==> src/inc/vglc_consts.svh <==
// Register offsets, field positions, default values and counts for the genlock loop control
`ifndef VGLC_CONSTS_SVH
`define VGLC_CONSTS_SVH

// ----------------------------------------------------------------
// Register addresses
// ----------------------------------------------------------------
`define VGLC_ADDR_LOOP_CONST 8'h24
`define VGLC_ADDR_RESERVED_SLOT 8'h25
`define VGLC_ADDR_BW_CAP 8'h26
`define VGLC_ADDR_BW_RES 8'h27
`define VGLC_ADDR_STD 8'h30
`define VGLC_ADDR_STATUS 8'h31
`define VGLC_ADDR_MASK 8'h32
`define VGLC_ADDR_STATE 8'h33

// ----------------------------------------------------------------
// Field positions
// ----------------------------------------------------------------
`define VGLC_CRASH_MSB 15
`define VGLC_CRASH_LSB 8
`define VGLC_THR_MSB 7
`define VGLC_THR_LSB 3
`define VGLC_WIN_MSB 2
`define VGLC_WIN_LSB 0
`define VGLC_BW_MSB 5
`define VGLC_STD_MSB 1
`define VGLC_EV_LOCK 0
`define VGLC_EV_LOST 1
`define VGLC_EV_MISS 2
`define VGLC_EV_W 3

// ----------------------------------------------------------------
// Per-standard defaults: crash, threshold, window, cap, res
// ----------------------------------------------------------------
`define VGLC_D0 {8'h10, 5'h04, 3'h1, 6'h0C, 6'h24}
`define VGLC_D1 {8'h20, 5'h08, 3'h1, 6'h0E, 6'h26}
`define VGLC_D2 {8'h30, 5'h0C, 3'h2, 6'h0A, 6'h20}
`define VGLC_D3 {8'h40, 5'h10, 3'h2, 6'h10, 6'h2A}

// ----------------------------------------------------------------
// Timing
// ----------------------------------------------------------------
`define VGLC_PERIOD_CNT_W 16
`define VGLC_MARGIN_SHIFT 3

`endif

==> src/inc/vglc_pkg.sv <==
// Types and default lookup for the genlock loop control block
`default_nettype none
`include "vglc_consts.svh"

package vglc_pkg;

  // Loop lock sequence states
  typedef enum logic [1:0] {
    VGLC_IDLE,
    VGLC_CRASH,
    VGLC_TRACK
  } vglc_state_t;

  // One set of loop settings
  typedef struct packed {
    logic [7:0] crash;
    logic [4:0] thr;
    logic [2:0] win;
    logic [5:0] cap;
    logic [5:0] res;
  } vglc_defaults_t;

  // Loop settings belonging to an output video standard
  function automatic vglc_defaults_t vglc_std_defaults(input logic [1:0] std);
    vglc_defaults_t d;
    d = `VGLC_D0;
    case (std)
      2'h1: d = `VGLC_D1;
      2'h2: d = `VGLC_D2;
      2'h3: d = `VGLC_D3;
      default: d = `VGLC_D0;
    endcase
    return d;
  endfunction

endpackage

`default_nettype wire

==> src/verilog/vglc_top.sv <==
// Video genlock loop control: settings registers, crash and lock sequencing, pulse tolerance
//
// Strobed register access is this design's own decision.
`default_nettype none
`include "vglc_consts.svh"

module vglc_top #(
  parameter int CNT_W = `VGLC_PERIOD_CNT_W
) (
  input wire logic ref_clk,
  input wire logic rstn,
  input wire logic [7:0] reg_addr,
  input wire logic [15:0] reg_wdata,
  input wire logic reg_wr,
  input wire logic reg_rd,
  output logic [15:0] reg_rdata,
  input wire logic href_pin,
  output logic [5:0] loop_cap,
  output logic [5:0] loop_res,
  output logic crash_active,
  output logic lock_lost,
  output logic freq_hold,
  output logic irq
);
  import vglc_pkg::*;

  // ----------------------------------------------------------------
  // Declarations
  // ----------------------------------------------------------------
  localparam vglc_defaults_t RST_DEF = vglc_std_defaults(2'h0);

  logic [7:0] crash_time;
  logic [4:0] lock_thr;
  logic [2:0] run_window;
  logic [1:0] vid_std;
  logic [1:0] std_applied;
  logic [`VGLC_EV_W-1:0] irq_status;
  logic [`VGLC_EV_W-1:0] irq_mask;
  logic [7:0] next_crash_time;
  logic [4:0] next_lock_thr;
  logic [2:0] next_run_window;
  logic [5:0] next_loop_cap;
  logic [5:0] next_loop_res;
  logic [1:0] next_vid_std;
  logic [1:0] next_std_applied;
  logic [`VGLC_EV_W-1:0] next_irq_status;
  logic [`VGLC_EV_W-1:0] next_irq_mask;
  logic [15:0] next_reg_rdata;
  logic next_irq;
  vglc_defaults_t std_def;

  logic [2:0] href_sync;
  logic href_lvl;
  vglc_state_t state;
  logic [CNT_W-1:0] per_cnt;
  logic [CNT_W-1:0] expected;
  logic [9:0] crash_cnt;
  logic [4:0] good_cnt;
  logic [2:0] miss_cnt;
  logic [2:0] next_href_sync;
  logic next_href_lvl;
  vglc_state_t next_state;
  logic [CNT_W-1:0] next_per_cnt;
  logic [CNT_W-1:0] next_expected;
  logic [9:0] next_crash_cnt;
  logic [4:0] next_good_cnt;
  logic [2:0] next_miss_cnt;
  logic next_crash_active;
  logic next_lock_lost;
  logic next_freq_hold;
  logic href_rise;
  logic [CNT_W-1:0] margin;
  logic [CNT_W:0] late_limit;
  logic [9:0] crash_len;
  logic [`VGLC_EV_W-1:0] events;

  // ----------------------------------------------------------------
  // Reference sampling and lock sequencing
  // ----------------------------------------------------------------

  // Three-stage sampler; level moves only when stages two and three agree
  always_comb begin
    next_href_sync = {href_sync[1:0], href_pin};
    next_href_lvl = href_lvl;
    if (href_sync[1] == href_sync[2]) begin
      next_href_lvl = href_sync[2];
    end
    href_rise = next_href_lvl & ~href_lvl;
    margin = expected >> `VGLC_MARGIN_SHIFT;
    late_limit = {1'b0, expected} + {1'b0, margin};
    crash_len = {crash_time, 2'b00} + 10'h001;
    next_state = state;
    next_per_cnt = (per_cnt == {CNT_W{1'b1}}) ? per_cnt : per_cnt + {{(CNT_W-1){1'b0}}, 1'b1};
    next_expected = expected;
    next_crash_cnt = crash_cnt;
    next_good_cnt = good_cnt;
    next_miss_cnt = miss_cnt;
    next_crash_active = crash_active;
    next_lock_lost = lock_lost;
    next_freq_hold = freq_hold;
    events = '0;
    unique case (state)
      VGLC_IDLE: begin
        // Wait for the reference to appear, then start a crash lock
        next_lock_lost = 1'b1;
        next_freq_hold = 1'b0;
        if (href_rise) begin
          next_state = VGLC_CRASH;
          next_per_cnt = '0;
          next_crash_cnt = '0;
          next_crash_active = 1'b1;
        end
      end
      VGLC_CRASH: begin
        // Counter saturation means the reference has gone away
        if (per_cnt == {CNT_W{1'b1}}) begin
          next_state = VGLC_IDLE;
          next_crash_active = 1'b0;
        end else if (href_rise) begin
          next_expected = per_cnt;
          next_per_cnt = '0;
          next_crash_cnt = crash_cnt + 10'h001;
          if (next_crash_cnt == crash_len) begin
            next_state = VGLC_TRACK;
            next_crash_active = 1'b0;
            next_good_cnt = '0;
            next_miss_cnt = '0;
          end
        end
      end
      VGLC_TRACK: begin
        if (href_rise && per_cnt >= expected - margin) begin
          // Edge on time: track the period and count toward the lock flag
          next_per_cnt = '0;
          next_expected = per_cnt;
          next_miss_cnt = '0;
          next_freq_hold = 1'b0;
          if (lock_lost && good_cnt >= lock_thr) begin
            next_lock_lost = 1'b0;
            events[`VGLC_EV_LOCK] = 1'b1;
          end else if (good_cnt != 5'h1F) begin
            next_good_cnt = good_cnt + 5'h01;
          end
        end else if (href_rise || {1'b0, per_cnt} == late_limit || &per_cnt) begin
          // Early edge or missing edge: freewheel within the window
          // A saturated count also ends the period, so a wide expectation cannot hang
          events[`VGLC_EV_MISS] = 1'b1;
          next_per_cnt = '0;
          next_good_cnt = '0;
          if (miss_cnt >= run_window) begin
            next_state = VGLC_CRASH;
            next_crash_cnt = '0;
            next_crash_active = 1'b1;
            next_miss_cnt = '0;
            next_freq_hold = 1'b0;
            next_lock_lost = 1'b1;
            events[`VGLC_EV_LOST] = ~lock_lost;
          end else begin
            next_miss_cnt = miss_cnt + 3'h1;
            next_freq_hold = 1'b1;
          end
        end
      end
    endcase
  end

  // Lock sequencing registers
  always_ff @(posedge ref_clk or negedge rstn) begin
    if (!rstn) begin
      href_sync <= 3'h0;
      href_lvl <= 1'b0;
      state <= VGLC_IDLE;
      per_cnt <= '0;
      expected <= '0;
      crash_cnt <= 10'h000;
      good_cnt <= 5'h00;
      miss_cnt <= 3'h0;
      crash_active <= 1'b0;
      lock_lost <= 1'b1;
      freq_hold <= 1'b0;
    end else begin
      href_sync <= next_href_sync;
      href_lvl <= next_href_lvl;
      state <= next_state;
      per_cnt <= next_per_cnt;
      expected <= next_expected;
      crash_cnt <= next_crash_cnt;
      good_cnt <= next_good_cnt;
      miss_cnt <= next_miss_cnt;
      crash_active <= next_crash_active;
      lock_lost <= next_lock_lost;
      freq_hold <= next_freq_hold;
    end
  end

  // ----------------------------------------------------------------
  // Register port, standard defaults and interrupt
  // ----------------------------------------------------------------

  // Standard change reloads first; a write in the same cycle still wins
  always_comb begin
    std_def = vglc_std_defaults(vid_std);
    next_crash_time = crash_time;
    next_lock_thr = lock_thr;
    next_run_window = run_window;
    next_loop_cap = loop_cap;
    next_loop_res = loop_res;
    next_vid_std = vid_std;
    next_std_applied = std_applied;
    next_irq_mask = irq_mask;
    next_irq_status = irq_status;
    next_reg_rdata = 16'h0000;
    if (vid_std != std_applied) begin
      next_std_applied = vid_std;
      next_crash_time = std_def.crash;
      next_lock_thr = std_def.thr;
      next_run_window = std_def.win;
      next_loop_cap = std_def.cap;
      next_loop_res = std_def.res;
    end
    // Register writes; unmapped and reserved offsets are ignored
    if (reg_wr) begin
      case (reg_addr)
        `VGLC_ADDR_LOOP_CONST: begin
          next_crash_time = reg_wdata[`VGLC_CRASH_MSB:`VGLC_CRASH_LSB];
          next_lock_thr = reg_wdata[`VGLC_THR_MSB:`VGLC_THR_LSB];
          next_run_window = reg_wdata[`VGLC_WIN_MSB:`VGLC_WIN_LSB];
        end
        // Range limits are software's duty; upper bits are dropped
        `VGLC_ADDR_BW_CAP: next_loop_cap = reg_wdata[`VGLC_BW_MSB:0];
        `VGLC_ADDR_BW_RES: next_loop_res = reg_wdata[`VGLC_BW_MSB:0];
        `VGLC_ADDR_STD: next_vid_std = reg_wdata[`VGLC_STD_MSB:0];
        `VGLC_ADDR_MASK: next_irq_mask = reg_wdata[`VGLC_EV_W-1:0];
        default: next_irq_mask = irq_mask;
      endcase
    end
    // Reads answer one cycle later; a status read clears the status
    if (reg_rd) begin
      case (reg_addr)
        `VGLC_ADDR_LOOP_CONST: next_reg_rdata = {crash_time, lock_thr, run_window};
        `VGLC_ADDR_BW_CAP: next_reg_rdata = {10'h000, loop_cap};
        `VGLC_ADDR_BW_RES: next_reg_rdata = {10'h000, loop_res};
        `VGLC_ADDR_STD: next_reg_rdata = {14'h0000, vid_std};
        `VGLC_ADDR_STATUS: begin
          next_reg_rdata = {13'h0000, irq_status};
          next_irq_status = '0;
        end
        `VGLC_ADDR_MASK: next_reg_rdata = {13'h0000, irq_mask};
        // Sequencer view: state, miss count, good count and the three flags
        `VGLC_ADDR_STATE: next_reg_rdata = {3'h0, state, miss_cnt, good_cnt,
                                            freq_hold, crash_active, lock_lost};
        default: next_reg_rdata = 16'h0000;
      endcase
    end
    // Set wins over the read-clear so no event is lost
    next_irq_status = next_irq_status | events;
    next_irq = |(next_irq_status & next_irq_mask);
  end

  // Register port registers
  always_ff @(posedge ref_clk or negedge rstn) begin
    if (!rstn) begin
      crash_time <= RST_DEF.crash;
      lock_thr <= RST_DEF.thr;
      run_window <= RST_DEF.win;
      loop_cap <= RST_DEF.cap;
      loop_res <= RST_DEF.res;
      vid_std <= 2'h0;
      std_applied <= 2'h0;
      irq_status <= '0;
      irq_mask <= '0;
      reg_rdata <= 16'h0000;
      irq <= 1'b0;
    end else begin
      crash_time <= next_crash_time;
      lock_thr <= next_lock_thr;
      run_window <= next_run_window;
      loop_cap <= next_loop_cap;
      loop_res <= next_loop_res;
      vid_std <= next_vid_std;
      std_applied <= next_std_applied;
      irq_status <= next_irq_status;
      irq_mask <= next_irq_mask;
      reg_rdata <= next_reg_rdata;
      irq <= next_irq;
    end
  end

endmodule

`default_nettype wire

==> config.mk <==
export PLATFORM = sky130hd
export DESIGN_NAME = vglc_top
export DESIGN_NICKNAME = d
export VERILOG_FILES = /design/src/inc/vglc_pkg.sv /design/src/verilog/vglc_top.sv
export VERILOG_INCLUDE_DIRS = /design/src /design/src/inc
export SDC_FILE = /design/constraint.sdc
export NUM_CORES = 1
export LEC_CHECK = 0
export ABC_CLOCK_PERIOD_IN_PS = 9800
export BUFFER_PORTS_ARGS = -buffer_cell sky130_fd_sc_hd__buf_2
export CORE_MARGIN = 10
export CORE_UTILIZATION = 60
export DETAILED_ROUTE_END_ITERATION = 6
export PLACE_DENSITY = 0.8
export SLEW_MARGIN = 30
export SYNTH_ARGS = -nofsm -noshare
export SYNTH_HDL_FRONTEND = slang
export SYNTH_SLANG_ARGS = --single-unit
==> constraint.sdc <==
create_clock -name ref_clk -period 9.8 [get_ports ref_clk]
set_input_delay 1.96 -clock ref_clk [delete_from_list [all_inputs] [get_ports ref_clk]]
set_output_delay 1.96 -clock ref_clk [all_outputs]
set_load 0.02 [all_outputs]
==> impl_metrics.csv <==
group,metric,value,unit
run_status,status,"completed",
floorplanning,start_util,61.2,%
final_layout,layout-drive-gt1-share,13.2,%
synth,synth_top_flop_cell,"dfrtp_1",
drt,via_count,6597,
critical_path,rr_worst_depth,21,
critical_path,crit_start,"expected[4]$_DFFE_PN0P_",
final_layout,num_antenna_cells,0,
timing,hold_violations,0,
global_routing,grt_pass1_vias,6488,
global_routing,grt_max_degree,58,
final_layout,design_area,0.00874,mm^2
clock_tree,clockBufferDepth,2,
clock_tree,post_cts_resized,0,
power,p_per_area,202,mW/mm^2
drt,firstDrtPassIters,5,
power,ir_worst_vdd,0.190,mV
flow_run,drv_cap,0,
floorplanning,design.die.area,0.0178,mm^2
timing,fin_crit,5.61,ns
critical_path,reg2reg_setup_slack,4.19,ns
synth,synth_xor_area_share,6.91,%
drt,wire_per_inst,17.6,um
synth,synth.distinct_cells,71,
synth,synth-edff-count,0,
worst_hold_path,min-delay-path-class,"register to register",
timing,drv_slew,0,
critical_path,worstPathRequired,10.10,ns
synth,async_reset_ff_share,100,%
final_layout,area_growth,13.1,%
synth,synthAdderAreaFrac,11.0,%
timing,post-route-period-util,57.2,%
critical_path,reg2reg_to,"expected[2]$_DFFE_PN0P_",
critical_path,worstSetupPathType,"register to register",
timing,tightestPinTransition,0.839,ns
critical_path,crit_path_start_kind,"register",
synth,synth_compound_area_share,20.9,%
global_routing,grt_use_total,21.8,%
synth,synth_area,0.00773,mm^2
floorplanning,die_h,133,um
critical_path,crit_fanout,30,
placed_design,place_congestion,0.857,
synth,ys_seq_area_share,36.7,%
synth,synthMuxAreaShare,1.88,%
synth,synth_simple_gate_area_share,17.5,%
clock_tree,cts_setup_buffers,0,
clock_tree,cts_tree,"yes",
timing,timing.fmax,178,MHz
timing,setup_violations,0,
timing,finalSetupTns,0,ns
global_routing,grt-ovfl-total,0,
final_layout,nNetsFinal,1018,
critical_path,rr_startpoint,"expected[4]$_DFFE_PN0P_",
drt,via_per_inst,5.95,
timing,rsz0062_at_grt,"false",
synth,synth_commonest_cells,"dfrtp_1, nand2_1, nor2_1",
clock_tree,cts_root_buf,"clkbuf_16",
synth,syn_nets,980,
drt,drt_iter0_drc,548,
floorplanning,die_w,133,um
clock_tree,clkTransAtPathRegs,0.06,ns
critical_path,crit_arrival,5.91,ns
worst_hold_path,min_to,"href_sync[1]$_DFF_PN0_",
power,p_leak,4.10,nW
clock_tree,cts_buffers,17,
floorplanning,pin_count,61,
global_routing,grt_pass1_wl,32100,um
floorplanning,coreArea,0.0126,mm^2
clock_tree,hold_buffers,0,
timing,finalClockSkew,0.0119,ns
synth,synth_top_area_share,34.0,%
worst_hold_path,min_path_cells,0,
synth,avgSynthCellArea,8.73,um^2
critical_path,cp_slowest_cell,"o211a_1",
critical_path,slowest_delay,0.70,ns
timing,relSlewSlack,44.1,%
drt,remaining_drc_errors,0,
synth,synthCells,885,
global_routing,antenna_found_initial,0,
drt,drt-total-wl,19500,um
synth,ys_warn_count,0,
worst_hold_path,hp-start,"href_sync[0]$_DFF_PN0_",
floorplanning,rows,41,
synth,ys_seq_elements,113,
critical_path,cp_cell_sequence,"inv_1 -> ha_1 -> nor2b_1 -> o21ai_0 -> a21oi_1 -> o21ai_0 -> a211oi_1 -> o31ai_1 -> nor2b_1 -> o21ai_0 -> a31oi_1 -> ha_1 -> a21o_1 -> a211oi_1 -> o211ai_1 -> a31oi_1 -> a211oi_1 -> nand2_1 -> nand2_1 -> o211a_1 -> mux2_2",
clock_tree,clk_latency,0.41,ns
clock_tree,htree_levels,4,
clock_tree,clock_sinks,113,
placed_design,hpwl,14000,um
synth,synthTopCellsByArea,"dfrtp_1, ha_1, o21ai_0",
placed_design,placed_area,0.00810,mm^2
placed_design,port_buffers,60,
drt,ant_nets,0,
synth,synth_top_family_by_area,"compound AO/OA/AOI/OAI gates",
synth,synth.largest_area_cell,"dfrtp_1",
critical_path,endpoint_kind,"register",
synth,yosys.cell_count.top_type,"dfrtp_1",
worst max-delay path by stage:
stage	depth (start not counted)	slack, ns	endpoint
global route	22	3.71	expected[3]$_DFFE_PN0P_
floorplan	24	5.25	crash_cnt[3]$_DFFE_PN0P_
global placement	21	4.61	expected[3]$_DFFE_PN0P_
finish	21	4.19	expected[2]$_DFFE_PN0P_
detailed placement	21	4.32	expected[2]$_DFFE_PN0P_
CTS	21	4.27	expected[2]$_DFFE_PN0P_
layout make-up:
class                   count  area (um^2)
flip-flops and latches    113         2840
well taps                 172          215
fillers                  1001         3880
clock buffers              22          464
multi-input cells         671         4500
clock inverters            10          181
inverters                  55          206
repair buffers             65          340
power by group:
group	leakage, nW	internal [mW]	switching, mW
registers	1.51	0.513	0.0654
clock network	0.314	0.463	0.215
logic	2.27	0.211	0.302
total	4.10	1.19	0.583
state kept, by name, summed over array words and instances (netlist names), 6 cells and up:
register	flops
expected	16
crash_cnt	10
loop_cap	6
loop_res	6
per_cnt	16
reg_rdata	16
crash_time	8
stage by stage:
step	setup WS, ns	hold slack, ns	utilization, %	power (mW)	std cells
after floorplan	5.25	0.331	-	0.951	885
after global placement	4.61	0.339	64.2	1.07	1076
after detailed placement	4.32	0.337	64.2	1.08	1076
after CTS	4.27	0.350	69.3	1.77	1108
after global routing	3.71	0.354	69.3	1.87	1108
final	4.19	0.347	69.3	1.77	1108
layout by cell type (no fill, tap or decap), drive strengths merged, types with 6 or more instances in the layout:
cell type / instances
a21o: 8
nor3: 15
a21oi: 60
nor2b: 11
and3: 15
nand4: 8
and2: 7
mux2: 12
clkbuf: 22
inv: 54
o21ai: 72
dfstp: 8
a22o: 16
ha: 64
nor2: 74
or3: 6
nand2: 80
buf: 65
dfrtp: 105
nand2b: 11
a22oi: 12
xor2: 24
xnor2: 37
o211ai: 6
o31ai: 8
nand3: 37
a211oi: 7
a31oi: 14
worst max-delay path, delay by kind of cell (launching register included):
family | cells | cell delay [ns]
adder cells (fa/ha/maj) | 2 | 0.59
AO/OA/AOI/OAI | 13 | 3.31
AND/OR/NAND/NOR | 4 | 0.56
multiplexers | 1 | 0.41
buffers and inverters | 1 | 0.18
flip-flops | 1 | 0.42
layer usage:
metal	global-route usage, %	share of wire, %	vias to the layer above
met5	0	0	-
met4	5.86	1.5	0
met3	5.26	6.1	25
met2	34.4	46	241
met1	29.2	46	3113
li1	-	-	3218
kinds of logic after synthesis:
| family | after synthesis |
|---|---|
| flip-flops | 113 |
| buffers and inverters | 101 |
| XOR/XNOR | 61 |
| adder cells (fa/ha/maj) | 67 |
| AND/OR/NAND/NOR | 283 |
| AO/OA/AOI/OAI | 247 |
| multiplexers | 13 |
No activity file was read; power rests on OpenSTA's default activity.
